## config.mk

```make
export PLATFORM = sky130hd
export DESIGN_NAME = dic_ctrl
export DESIGN_NICKNAME = d
export VERILOG_FILES = /design/src/dic_pkg.sv /design/src/dic_ctrl.sv
export VERILOG_INCLUDE_DIRS = /design/src
export SDC_FILE = /design/constraint.sdc
export NUM_CORES = 1
export LEC_CHECK = 0
export BUFFER_PORTS_ARGS = -buffer_cell sky130_fd_sc_hd__buf_4
export CORE_UTILIZATION = 60
export CTS_CLUSTER_SIZE = 24
export DETAILED_ROUTE_END_ITERATION = 16
export HOLD_SLACK_MARGIN = 0.15
export PLACE_DENSITY_LB_ADDON = 0.2
export SETUP_SLACK_MARGIN = 0.02
export SYNTH_ARGS = -nofsm -noshare
export SYNTH_HDL_FRONTEND = slang
export SYNTH_SLANG_ARGS = --single-unit
```

## constraint.sdc

```tcl
create_clock -name ref_clk -period 5.7 [get_ports ref_clk]
set_input_delay 0.285 -clock ref_clk [delete_from_list [all_inputs] [get_ports ref_clk]]
set_output_delay 0.285 -clock ref_clk [all_outputs]
set_load 0.02 [all_outputs]
```

## src/dic_consts.svh

```systemverilog
/*
 * constants for the dsp interrupt and idle controller: register offsets,
 * field positions, vectors, reset values and timing counts.
 * assumes inclusion by bare name from the design module and the testbench.
 */
`ifndef DIC_CONSTS_SVH
`define DIC_CONSTS_SVH

// ----------------------------------------
// register offsets
// ----------------------------------------
`define DIC_ADDR_MASK 4'h0
`define DIC_ADDR_CTRL 4'h1
`define DIC_ADDR_FORCE_CLEAR 4'h2
`define DIC_ADDR_STATUS 4'h3
`define DIC_ADDR_PENDING 4'h4
`define DIC_ADDR_VECTOR 4'h5

// ----------------------------------------
// control register fields
// ----------------------------------------
`define DIC_CTRL_EDGE_SP0 0
`define DIC_CTRL_EDGE_SP1 1
`define DIC_CTRL_EDGE_EXTA 2
`define DIC_CTRL_NEST 4
`define DIC_CTRL_SP_B_IRQ 5
`define DIC_CTRL_XTAL_STOP 6
`define DIC_CTRL_RESET 16'h0000

// ----------------------------------------
// force/clear register fields
// ----------------------------------------
`define DIC_FC_FORCE_LSB 0
`define DIC_FC_CLEAR_LSB 8
`define DIC_FC_PWD_FORCE 15

// ----------------------------------------
// vectors and reset values
// ----------------------------------------
`define DIC_VEC_RESET 14'h0000
`define DIC_VEC_PWD 14'h002C
`define DIC_VEC_BASE 14'h0004
`define DIC_MASK_RESET 10'h000

// ----------------------------------------
// timing and stack depth
// ----------------------------------------
`define DIC_CLK_NS 40
`define DIC_WAKE_CLKS 100
`define DIC_XTAL_CLKS 4096
`define DIC_STACK_DEPTH 12

`endif

```

## src/dic_pkg.sv

```systemverilog
/*
 * types for the dsp interrupt and idle controller.
 * assumes nothing beyond the constants header.
 */
package dic_pkg;
    typedef enum logic [1:0] {
        DIC_RUN,
        DIC_IDLE,
        DIC_PWD,
        DIC_WAKE
    } dic_state_e;
endpackage

```

## src/dic_ctrl.sv

```systemverilog
/*
 * dsp interrupt controller with power-down and idle wake-up control.
 * assumes one processor clock, a synchronous reset, pins from outside the
 * clock domain and a sequencer that acknowledges each vector it takes.
 */
// Decided for this implementation: the strobed register port and the placing of the registers.
`timescale 1ns/100ps
`include "dic_consts.svh"

// Operation
// - eleven sources plus reset: pins, timer, byte dma, serial ports, software, power-down.
// - reset vectors 0x0000, power-down 0x002C, others 0x0004..0x0028, timer lowest.
// - every level maskable except power-down and reset.
// - request a and both serial-pin requests selectable level or edge.
// - pending requests gated by mask; highest priority remaining is chosen.
// - nested or sequential handling chosen in the control register.
// - all interrupts blocked one cycle after a mask register write.
// - edge request pin always edge-sensitive, settable and clearable by software.
// - both level request pins are level-sensitive only.
// - write-only force/clear register sets or clears pending requests; reads zero.
// - taking an interrupt pushes status onto a twelve-deep stack.
// - global enable and disable gate all servicing, power-down included.
// - global servicing enable is set after reset.
// - reconfigured serial port b pins give two extra external interrupts.
// - power-down starts from the request pin or the software force bit.
// - power-down interrupt is edge-sensitive and nonmaskable; handler chooses to sleep.
// - acknowledge output shows power-down entered; reset ends power-down.
// - resume 100 clocks after power-down, or 4096 if the oscillator stopped.
// - idle stalls until an unmasked interrupt, then resumes after the idle.
// - slow idle divides internal, serial, output and timer clocks by 32..128.
// - in slow idle, wake-up may take up to n processor cycles.
// - shared flag pins raise interrupts whether driven outside or by own flag.
module dic_ctrl
    import dic_pkg::*;
#(
    parameter int XTAL_CLKS = `DIC_XTAL_CLKS,
    parameter int WAKE_CLKS = `DIC_WAKE_CLKS
) (
    input wire logic ref_clk,
    input wire logic sys_rst,
    input wire logic [3:0] reg_addr,
    input wire logic [15:0] reg_wdata,
    input wire logic reg_wr,
    input wire logic reg_rd,
    output logic [15:0] reg_rdata,
    input wire logic ext_request_a_n,
    input wire logic level_request_0_n,
    input wire logic level_request_1_n,
    input wire logic edge_request_n,
    input wire logic [3:0] prog_flag_out,
    input wire logic [3:0] prog_flag_oe_n,
    input wire logic serial_pin_request_0_n,
    input wire logic serial_pin_request_1_n,
    input wire logic powerdown_request_pin_n,
    input wire logic sp_a_tx_int,
    input wire logic sp_a_rx_int,
    input wire logic sp_b_tx_int,
    input wire logic sp_b_rx_int,
    input wire logic byte_dma_int,
    input wire logic timer_int,
    input wire logic global_int_enable_instr,
    input wire logic global_int_disable_instr,
    input wire logic idle_instr,
    input wire logic [1:0] idle_div_sel,
    input wire logic enter_powerdown,
    input wire logic return_instr,
    input wire logic [15:0] status_in,
    output logic [15:0] status_out,
    output logic int_take,
    output logic [13:0] int_vector,
    input wire logic int_ack,
    output logic stack_overflow,
    output logic core_stall,
    output logic [7:0] slow_div,
    output logic slow_clk_en,
    output logic powerdown_ack_pin
);
    localparam int NSRC = 10;
    localparam int WW = 13;

    // ----------------------------------------
    // pin synchronisers and flag loopback
    // ----------------------------------------
    logic [7:0] pin_meta_ff;
    logic [7:0] pin_sync_ff;
    logic [7:0] pin_prev_ff;
    wire [3:0] flag_pins;
    // pin reads own flag output where driven
    assign flag_pins[0] = prog_flag_oe_n[0] ? edge_request_n : prog_flag_out[0];
    assign flag_pins[1] = prog_flag_oe_n[1] ? level_request_0_n : prog_flag_out[1];
    assign flag_pins[2] = prog_flag_oe_n[2] ? level_request_1_n : prog_flag_out[2];
    assign flag_pins[3] = prog_flag_oe_n[3] ? ext_request_a_n : prog_flag_out[3];
    wire [7:0] pin_raw = {powerdown_request_pin_n, serial_pin_request_1_n, serial_pin_request_0_n,
                          flag_pins[3], flag_pins[2], flag_pins[1], flag_pins[0], 1'b1};
    wire [7:0] pin_act = ~pin_sync_ff;
    wire [7:0] pin_fall = pin_act & ~pin_prev_ff;

    always_ff @(posedge ref_clk) begin
        if (sys_rst) begin
            pin_meta_ff <= 8'hFF;
            pin_sync_ff <= 8'hFF;
            pin_prev_ff <= 8'h00;
        end else begin
            pin_meta_ff <= pin_raw;
            pin_sync_ff <= pin_meta_ff;
            pin_prev_ff <= ~pin_sync_ff;
        end
    end

    // ----------------------------------------
    // registers
    // ----------------------------------------
    logic [NSRC-1:0] mask_ff;
    logic [15:0] ctrl_ff;
    logic gie_ff;
    logic mask_block_ff;
    logic [NSRC-1:0] edge_pend_ff;
    logic pwd_pend_ff;
    wire wr_mask = reg_wr && reg_addr == `DIC_ADDR_MASK;
    wire wr_ctrl = reg_wr && reg_addr == `DIC_ADDR_CTRL;
    wire wr_fc = reg_wr && reg_addr == `DIC_ADDR_FORCE_CLEAR;
    wire nest_en = ctrl_ff[`DIC_CTRL_NEST];
    wire sp_b_pins = ctrl_ff[`DIC_CTRL_SP_B_IRQ];

    // source order, priority high to low: a, l1, l0, sa tx, sa rx, e, dma, sb tx, sb rx, timer
    wire [NSRC-1:0] edge_mode;
    assign edge_mode[0] = ctrl_ff[`DIC_CTRL_EDGE_EXTA];
    assign edge_mode[1] = 1'b0;
    assign edge_mode[2] = 1'b0;
    assign edge_mode[3] = 1'b0;
    assign edge_mode[4] = 1'b0;
    assign edge_mode[5] = 1'b1;
    assign edge_mode[6] = 1'b0;
    assign edge_mode[7] = sp_b_pins & ctrl_ff[`DIC_CTRL_EDGE_SP1];
    assign edge_mode[8] = sp_b_pins & ctrl_ff[`DIC_CTRL_EDGE_SP0];
    assign edge_mode[9] = 1'b0;

    // serial port b pins replace its own sources when reconfigured
    wire sb_tx_lvl = sp_b_pins ? pin_act[6] : sp_b_tx_int;
    wire sb_rx_lvl = sp_b_pins ? pin_act[5] : sp_b_rx_int;
    wire [NSRC-1:0] src_level = {timer_int, sb_rx_lvl, sb_tx_lvl, byte_dma_int, pin_act[1],
                                 sp_a_rx_int, sp_a_tx_int, pin_act[2], pin_act[3], pin_act[4]};
    wire [NSRC-1:0] src_edge = {1'b0, sp_b_pins & pin_fall[5], sp_b_pins & pin_fall[6], 1'b0,
                                pin_fall[1], 2'b00, 2'b00, pin_fall[4]};
    wire [NSRC-1:0] fc_force = reg_wdata[`DIC_FC_FORCE_LSB +: NSRC] & edge_mode & {NSRC{wr_fc}};

    // ----------------------------------------
    // priority selection
    // ----------------------------------------
    logic [NSRC-1:0] svc_mask_ff;
    logic in_pwd_svc_ff;
    wire [NSRC-1:0] req_vec = (edge_pend_ff & edge_mode) | (src_level & ~edge_mode);
    wire [NSRC-1:0] masked = req_vec & mask_ff;
    wire allow = gie_ff && !mask_block_ff;

    function automatic logic [3:0] first_set(input logic [NSRC-1:0] v);
        logic [3:0] idx;
        idx = 4'd15;
        for (int i = NSRC - 1; i >= 0; i--) begin
            if (v[i]) begin
                idx = 4'(i);
            end
        end
        return idx;
    endfunction

    wire [3:0] pick = first_set(masked);
    wire [3:0] busy_top = first_set(svc_mask_ff);
    wire any_busy = (|svc_mask_ff) || in_pwd_svc_ff;
    // nested: only strictly higher priority preempts; sequential: nothing while busy
    wire lvl_ok = (pick != 4'd15) && (nest_en ? (!in_pwd_svc_ff && pick < busy_top) : !any_busy);
    wire pwd_ok = pwd_pend_ff && (nest_en || !any_busy) && !in_pwd_svc_ff;
    wire [13:0] lvl_vec = `DIC_VEC_BASE + {8'h00, pick, 2'b00};

    // ----------------------------------------
    // status stack
    // ----------------------------------------
    logic [15:0] stack_mem [`DIC_STACK_DEPTH];
    logic [3:0] sp_ff;
    logic [NSRC:0] svc_stack [`DIC_STACK_DEPTH];
    wire push = int_take && int_ack;
    wire pop = return_instr && sp_ff != 4'd0;
    wire [3:0] sp_top = sp_ff - 4'd1;
    assign stack_overflow = push && sp_ff == 4'(`DIC_STACK_DEPTH);
    assign status_out = stack_mem[sp_top];

    always_ff @(posedge ref_clk) begin
        if (push && !stack_overflow) begin
            stack_mem[sp_ff] <= status_in;
            svc_stack[sp_ff] <= {in_pwd_svc_ff, svc_mask_ff};
        end
    end

    // ----------------------------------------
    // power and idle state machine
    // ----------------------------------------
    dic_state_e state_ff;
    dic_state_e nxt_state;
    logic [WW-1:0] wait_ff;
    logic [WW-1:0] nxt_wait;
    logic [7:0] div_ff;
    logic [7:0] div_cnt_ff;
    wire [7:0] div_sel = 8'h10 << idle_div_sel;
    wire [WW-1:0] wake_len = ctrl_ff[`DIC_CTRL_XTAL_STOP] ? WW'(XTAL_CLKS) : WW'(WAKE_CLKS);
    wire any_int = lvl_ok | pwd_ok;
    wire slow_tick = div_cnt_ff == 8'h00;

    always_comb begin
        nxt_state = state_ff;
        nxt_wait = wait_ff;
        case (state_ff)
            DIC_RUN: begin
                if (enter_powerdown) begin
                    nxt_state = DIC_PWD;
                end else if (idle_instr) begin
                    nxt_state = DIC_IDLE;
                end
            end
            DIC_IDLE: begin
                // slow idle notices wake only on a divided tick
                if (any_int && (div_ff == 8'h01 || slow_tick)) begin
                    nxt_state = DIC_RUN;
                end
            end
            DIC_PWD: begin
                if (!pin_act[7] && !pwd_pend_ff) begin
                    nxt_state = DIC_WAKE;
                    nxt_wait = wake_len;
                end
            end
            DIC_WAKE: begin
                nxt_wait = wait_ff - WW'(1);
                if (wait_ff == WW'(1)) begin
                    nxt_state = DIC_RUN;
                end
            end
            default: nxt_state = DIC_RUN;
        endcase
    end

    assign core_stall = state_ff != DIC_RUN;
    assign powerdown_ack_pin = state_ff == DIC_PWD;
    assign slow_div = div_ff;
    assign slow_clk_en = div_ff == 8'h01 || slow_tick;
    assign int_take = state_ff == DIC_RUN && allow && any_int;
    assign int_vector = pwd_ok ? `DIC_VEC_PWD : lvl_vec;

    always_ff @(posedge ref_clk) begin
        if (sys_rst) begin
            state_ff <= DIC_RUN;
            wait_ff <= '0;
            div_ff <= 8'h01;
            div_cnt_ff <= 8'h00;
        end else begin
            state_ff <= nxt_state;
            wait_ff <= nxt_wait;
            if (state_ff == DIC_RUN) begin
                div_ff <= idle_instr && idle_div_sel != 2'b00 ? div_sel : 8'h01;
                div_cnt_ff <= 8'h00;
            end else begin
                div_cnt_ff <= slow_tick ? div_ff - 8'h01 : div_cnt_ff - 8'h01;
            end
        end
    end

    // ----------------------------------------
    // pending, mask, control and service state
    // ----------------------------------------
    wire take_lvl = push && !pwd_ok;
    wire [NSRC-1:0] take_one = take_lvl ? NSRC'(1) << pick : '0;
    wire [NSRC-1:0] sw_clear = {2'b00, reg_wdata[`DIC_FC_CLEAR_LSB +: 8]} & edge_mode & {NSRC{wr_fc}};

    always_ff @(posedge ref_clk) begin
        if (sys_rst) begin
            mask_ff <= `DIC_MASK_RESET;
            ctrl_ff <= `DIC_CTRL_RESET;
            gie_ff <= 1'b1;
            mask_block_ff <= 1'b0;
            edge_pend_ff <= '0;
            pwd_pend_ff <= 1'b0;
            svc_mask_ff <= '0;
            in_pwd_svc_ff <= 1'b0;
            sp_ff <= 4'd0;
        end else begin
            if (wr_mask) begin
                mask_ff <= reg_wdata[NSRC-1:0];
            end
            mask_block_ff <= wr_mask;
            if (wr_ctrl) begin
                ctrl_ff <= reg_wdata;
            end
            if (global_int_enable_instr) begin
                gie_ff <= 1'b1;
            end else if (global_int_disable_instr) begin
                gie_ff <= 1'b0;
            end
            // set beats clear
            edge_pend_ff <= ((edge_pend_ff & ~sw_clear & ~take_one) | src_edge | fc_force) & edge_mode;
            if (pin_fall[7] || (wr_fc && reg_wdata[`DIC_FC_PWD_FORCE])) begin
                pwd_pend_ff <= 1'b1;
            end else if (push && pwd_ok) begin
                pwd_pend_ff <= 1'b0;
            end
            if (push && !stack_overflow) begin
                sp_ff <= sp_ff + 4'd1;
                svc_mask_ff <= take_one;
                in_pwd_svc_ff <= pwd_ok;
            end else if (pop) begin
                sp_ff <= sp_top;
                {in_pwd_svc_ff, svc_mask_ff} <= svc_stack[sp_top];
            end
        end
    end

    // ----------------------------------------
    // register read port
    // ----------------------------------------
    wire [15:0] rd_mux = reg_addr == `DIC_ADDR_MASK ? 16'(mask_ff) :
                         reg_addr == `DIC_ADDR_CTRL ? ctrl_ff :
                         reg_addr == `DIC_ADDR_STATUS ? {10'h000, sp_ff, gie_ff, powerdown_ack_pin} :
                         reg_addr == `DIC_ADDR_PENDING ? {5'h00, pwd_pend_ff, req_vec} :
                         reg_addr == `DIC_ADDR_VECTOR ? {2'b00, int_vector} : 16'h0000;

    always_ff @(posedge ref_clk) begin
        if (sys_rst) begin
            reg_rdata <= 16'h0000;
        end else begin
            reg_rdata <= reg_rd ? rd_mux : 16'h0000;
        end
    end

    // ----------------------------------------
    // checks
    // ----------------------------------------
    mask_block_one_a: assert property (@(posedge ref_clk) disable iff (sys_rst)
        wr_mask |=> !int_take) else $error("interrupt taken right after mask write");
    gie_gate_a: assert property (@(posedge ref_clk) disable iff (sys_rst)
        !gie_ff |-> !int_take) else $error("interrupt taken while globally disabled");
    mask_gate_a: assert property (@(posedge ref_clk) disable iff (sys_rst)
        (int_take && !pwd_ok) |-> mask_ff[pick] && req_vec[pick]) else $error("masked source taken");
    pwd_vector_a: assert property (@(posedge ref_clk) disable iff (sys_rst)
        (int_take && pwd_ok) |-> int_vector == 14'h002C) else $error("wrong power-down vector");
    timer_vector_a: assert property (@(posedge ref_clk) disable iff (sys_rst)
        (int_take && !pwd_ok && pick == 4'd9) |-> int_vector == 14'h0028) else $error("wrong timer vector");
    pwd_ack_a: assert property (@(posedge ref_clk) disable iff (sys_rst)
        (state_ff == DIC_RUN && enter_powerdown) |=> powerdown_ack_pin) else $error("no power-down ack");
    wake_wait_a: assert property (@(posedge ref_clk) disable iff (sys_rst)
        (state_ff == DIC_WAKE && wait_ff == 13'd2) |=> core_stall ##1 !core_stall)
        else $error("wake-up count wrong");
    edge_latch_a: assert property (@(posedge ref_clk) disable iff (sys_rst)
        (src_edge[5] && !take_one[5]) |=> edge_pend_ff[5]) else $error("edge request lost");
    gie_reset_a: assert property (@(posedge ref_clk)
        sys_rst |=> gie_ff) else $error("global enable not set by reset");
endmodule

```

==> metrics.txt <==
clock skew between 0.01 and 0.015 ns; RePlAce Congestion 0.963; gr ovfl total 0; Die X 174 um; max capacitance violation total 0; VDD IR max just under 400 uV; met3 Track Usage GR 0.0409; first-pass GRT wire length a little over 60000 um; Initial Util 0.615; Routed WL per cell 21.7 um; Die Y 174 um; site row count 62; Post-CTS Setup Bufs 0; Post-Synthesis Cell Area about 18000 um2; Starting DRT DRC Count 903; H-Tree Depth 2; # diodes 0; RSZ-0062 raised after global routing no; asr flop ratio synth 0; crit-path max cell delay 0.84 ns; Critical Path, Cell by Cell nor2b_1 -> o31ai_2 -> a21oi_1 -> nand2b_1 -> nand2_1 -> a21oi_1 -> ha_1 -> o2111ai_1 -> nor2_1 -> a21oi_1 -> buf_4 -> nand2_1 -> nor2_4; Top Usage Layer GRT met2; largest net degree at the start of global routing 80; worst-margin pin slew 1.03 ns; core footprint 28900 um2; CP Launch Type register; status completed; pwr dens approximately 500 nW/um2; CTS resizes 0; Final Setup Violations 0; drt pass-1 iters 6; TritonCTS clock tree done; CP max FO 27; Syn Inst Count 1237; root buf cell clkbuf_16; Final Hold Fails 0; antenna violations before repair 0; most frequent CP cell a21oi_1; Yosys reg bits 435; clk sink count 435; Die ar. 30400 um2; Ys Warns 0; Setup CP Type register to register; Cells after DPL 1687; static leakage 0.00725 uW; dpl hpwl 22800 um; most frequent cells in the layout 324 x edfxtp_1, 141 x nand2_1, 127 x buf_4; Hold Path Depth 4; vias per cell 6.06; I/O pin count 128; via count roughly 11000; area grow syn2layout 17.4%; Tcrit/Tclk final 0.683; Rel. slew slack 0.311; PortBufs 115; met2 Use GR 0.453; Worst Reg-to-Reg Cells 13; setup total negative slack 0 ns; Post-Layout Cell Count 1817; Mean Syn Cell Area 14.4 um2; Clock Latency Late Sink 0.54 ns; Yosys cell types 71; most common cell after layout, fill and taps aside edfxtp_1; cts hold-fix bufs 55; Residual DRC 0; Crit. End Element register; Worst Path Arrival a little over 4 ns; Hold Path Class input port to register; Num CTS Buffers 43; GRT Total Usage 0.264; Slowest-stage cell, CP nor2_4; Post-synth EDFFs roughly 320; number of routed nets with antenna violations 0; share of the yosys chip area belonging to registers 0.672; final wirelength ~39000 um; Critical Path RT 5.86 ns; max-slew violations 0; predominant post-synthesis flop cell edfxtp_1; share of cells above drive strength 1 0.215; max frequency 0.257 GHz; # fillers 1841; crit path time final 3.89 ns; vias in the first global route 11121; clk slew on worst S/H paths approximately 0.060 ns; fin nets approximately 1500; clk buf depth 3; met1 track demand over resource 0.342
routing by layer:
metal  part of all wire  up-vias
met5                  0        -
met4              0.030        0
met3              0.066       81
met2               0.51      470
met1               0.39     5474
li1                   -     4995
path summary, 6_finish.rpt:
path                           to            from  slack, ns
hold / removal       reg_rdata[3]     reg_addr[3]       0.17
setup reg to reg  stack_mem[7][0]      ctrl_ff[0]       1.81
hold reg to reg    pin_sync_ff[7]  pin_meta_ff[7]       0.40
setup / recovery  stack_mem[7][0]      ctrl_ff[0]       1.81
where the power goes:
group / leakage (uW) / switching (uW) / internal [uW] / total, uW
combinational: 0.00276 / 2240 / 1720 / 3960
clock: 0.000636 / 1130 / 1470 / 2600
sequential: 0.00385 / 231 / 3620 / 3850
flip-flops by register name, summed over array words and instances, names as in the netlist:
signal / count
pin_sync_ff: 7
mask_block_ff: 1
div_cnt_ff: 8
gie_ff: 1
pwd_pend_ff: 1
svc_mask_ff: 10
stack_mem: 192
in_pwd_svc_ff: 1
wait_ff: 13
slow_div: 5
ctrl_ff: 16
sp_ff: 4
state_ff: 2
svc_stack: 132
pin_meta_ff: 7
pin_prev_ff: 5
edge_pend_ff: 4
mask_ff: 10
reg_rdata: 16
synth_stat cells (12+ instances only):
cell type	count	area share
a21oi_1	88	0.025
and2_1	12	0.0042
buf_2	17	0.0048
buf_4	13	0.0055
clkbuf_1	41	0.0086
dfxtp_1	111	0.12
edfxtp_1	324	0.55
ha_1	19	0.013
inv_1	17	0.0036
mux2i_1	32	0.018
mux4_2	81	0.10
nand2_1	141	0.030
nand2b_1	16	0.0056
nand3_1	25	0.0070
nor2_1	102	0.022
nor3_1	22	0.0062
o21ai_0	29	0.0082
final cells by class:
class | count | area (um2) | area share
clock inverters | 12 | 97.6 | 0.00467
repair buffers | 182 | 1500 | 0.0720
well taps | 384 | 480 | 0.0230
flip-flops and latches | 435 | 12000 | 0.572
clock buffers | 63 | 1200 | 0.0577
multi-input cells | 723 | 5590 | 0.267
inverters | 18 | 67.6 | 0.00323
cell families (layout without fill, tap and decap cells):
kind of cell               count (synthesis)  after routing  share of synthesized area
muxes                                    116            116                      0.122
xor gates and xnor gates                   9              9                    0.00485
DFF                                      435            435                      0.672
buffers and inverters                     90            275                     0.0229
and+or+nand+nor                          379            379                      0.100
AOI/OAI and AO/OA                        188            188                     0.0645
other                                      1             12                   0.000211
adders and majority gates                 19             19                     0.0134
critical path, delay by kind of cell, from the launching register on:
family                     cells  cell delay, ns
AOI/OAI and AO/OA              5            1.03
adders and majority gates      1            0.30
buffers and inverters          1            0.20
DFF                            1            0.39
and+or+nand+nor                6            1.59
stage by stage:
| step | area [um2] | utilization | power [uW] | hold WS, ns | worst slack [ns] |
|---|---|---|---|---|---|
| 2_1_floorplan | 17800 | - | 6600 | 0.381 | 1.03 |
| 3_3_place_gp | 19000 | 0.658 | 7740 | 0.390 | 1.98 |
| 3_5_place_dp | 19000 | 0.658 | 7800 | 0.392 | 1.85 |
| 4_1_cts | 20900 | 0.722 | 10500 | 0.154 | 1.79 |
| 5_1_grt | 20900 | 0.722 | 10900 | 0.171 | 1.44 |
| 6_report | 20900 | 0.722 | 10400 | 0.174 | 1.81 |
(Power assumes the default switching activity.)
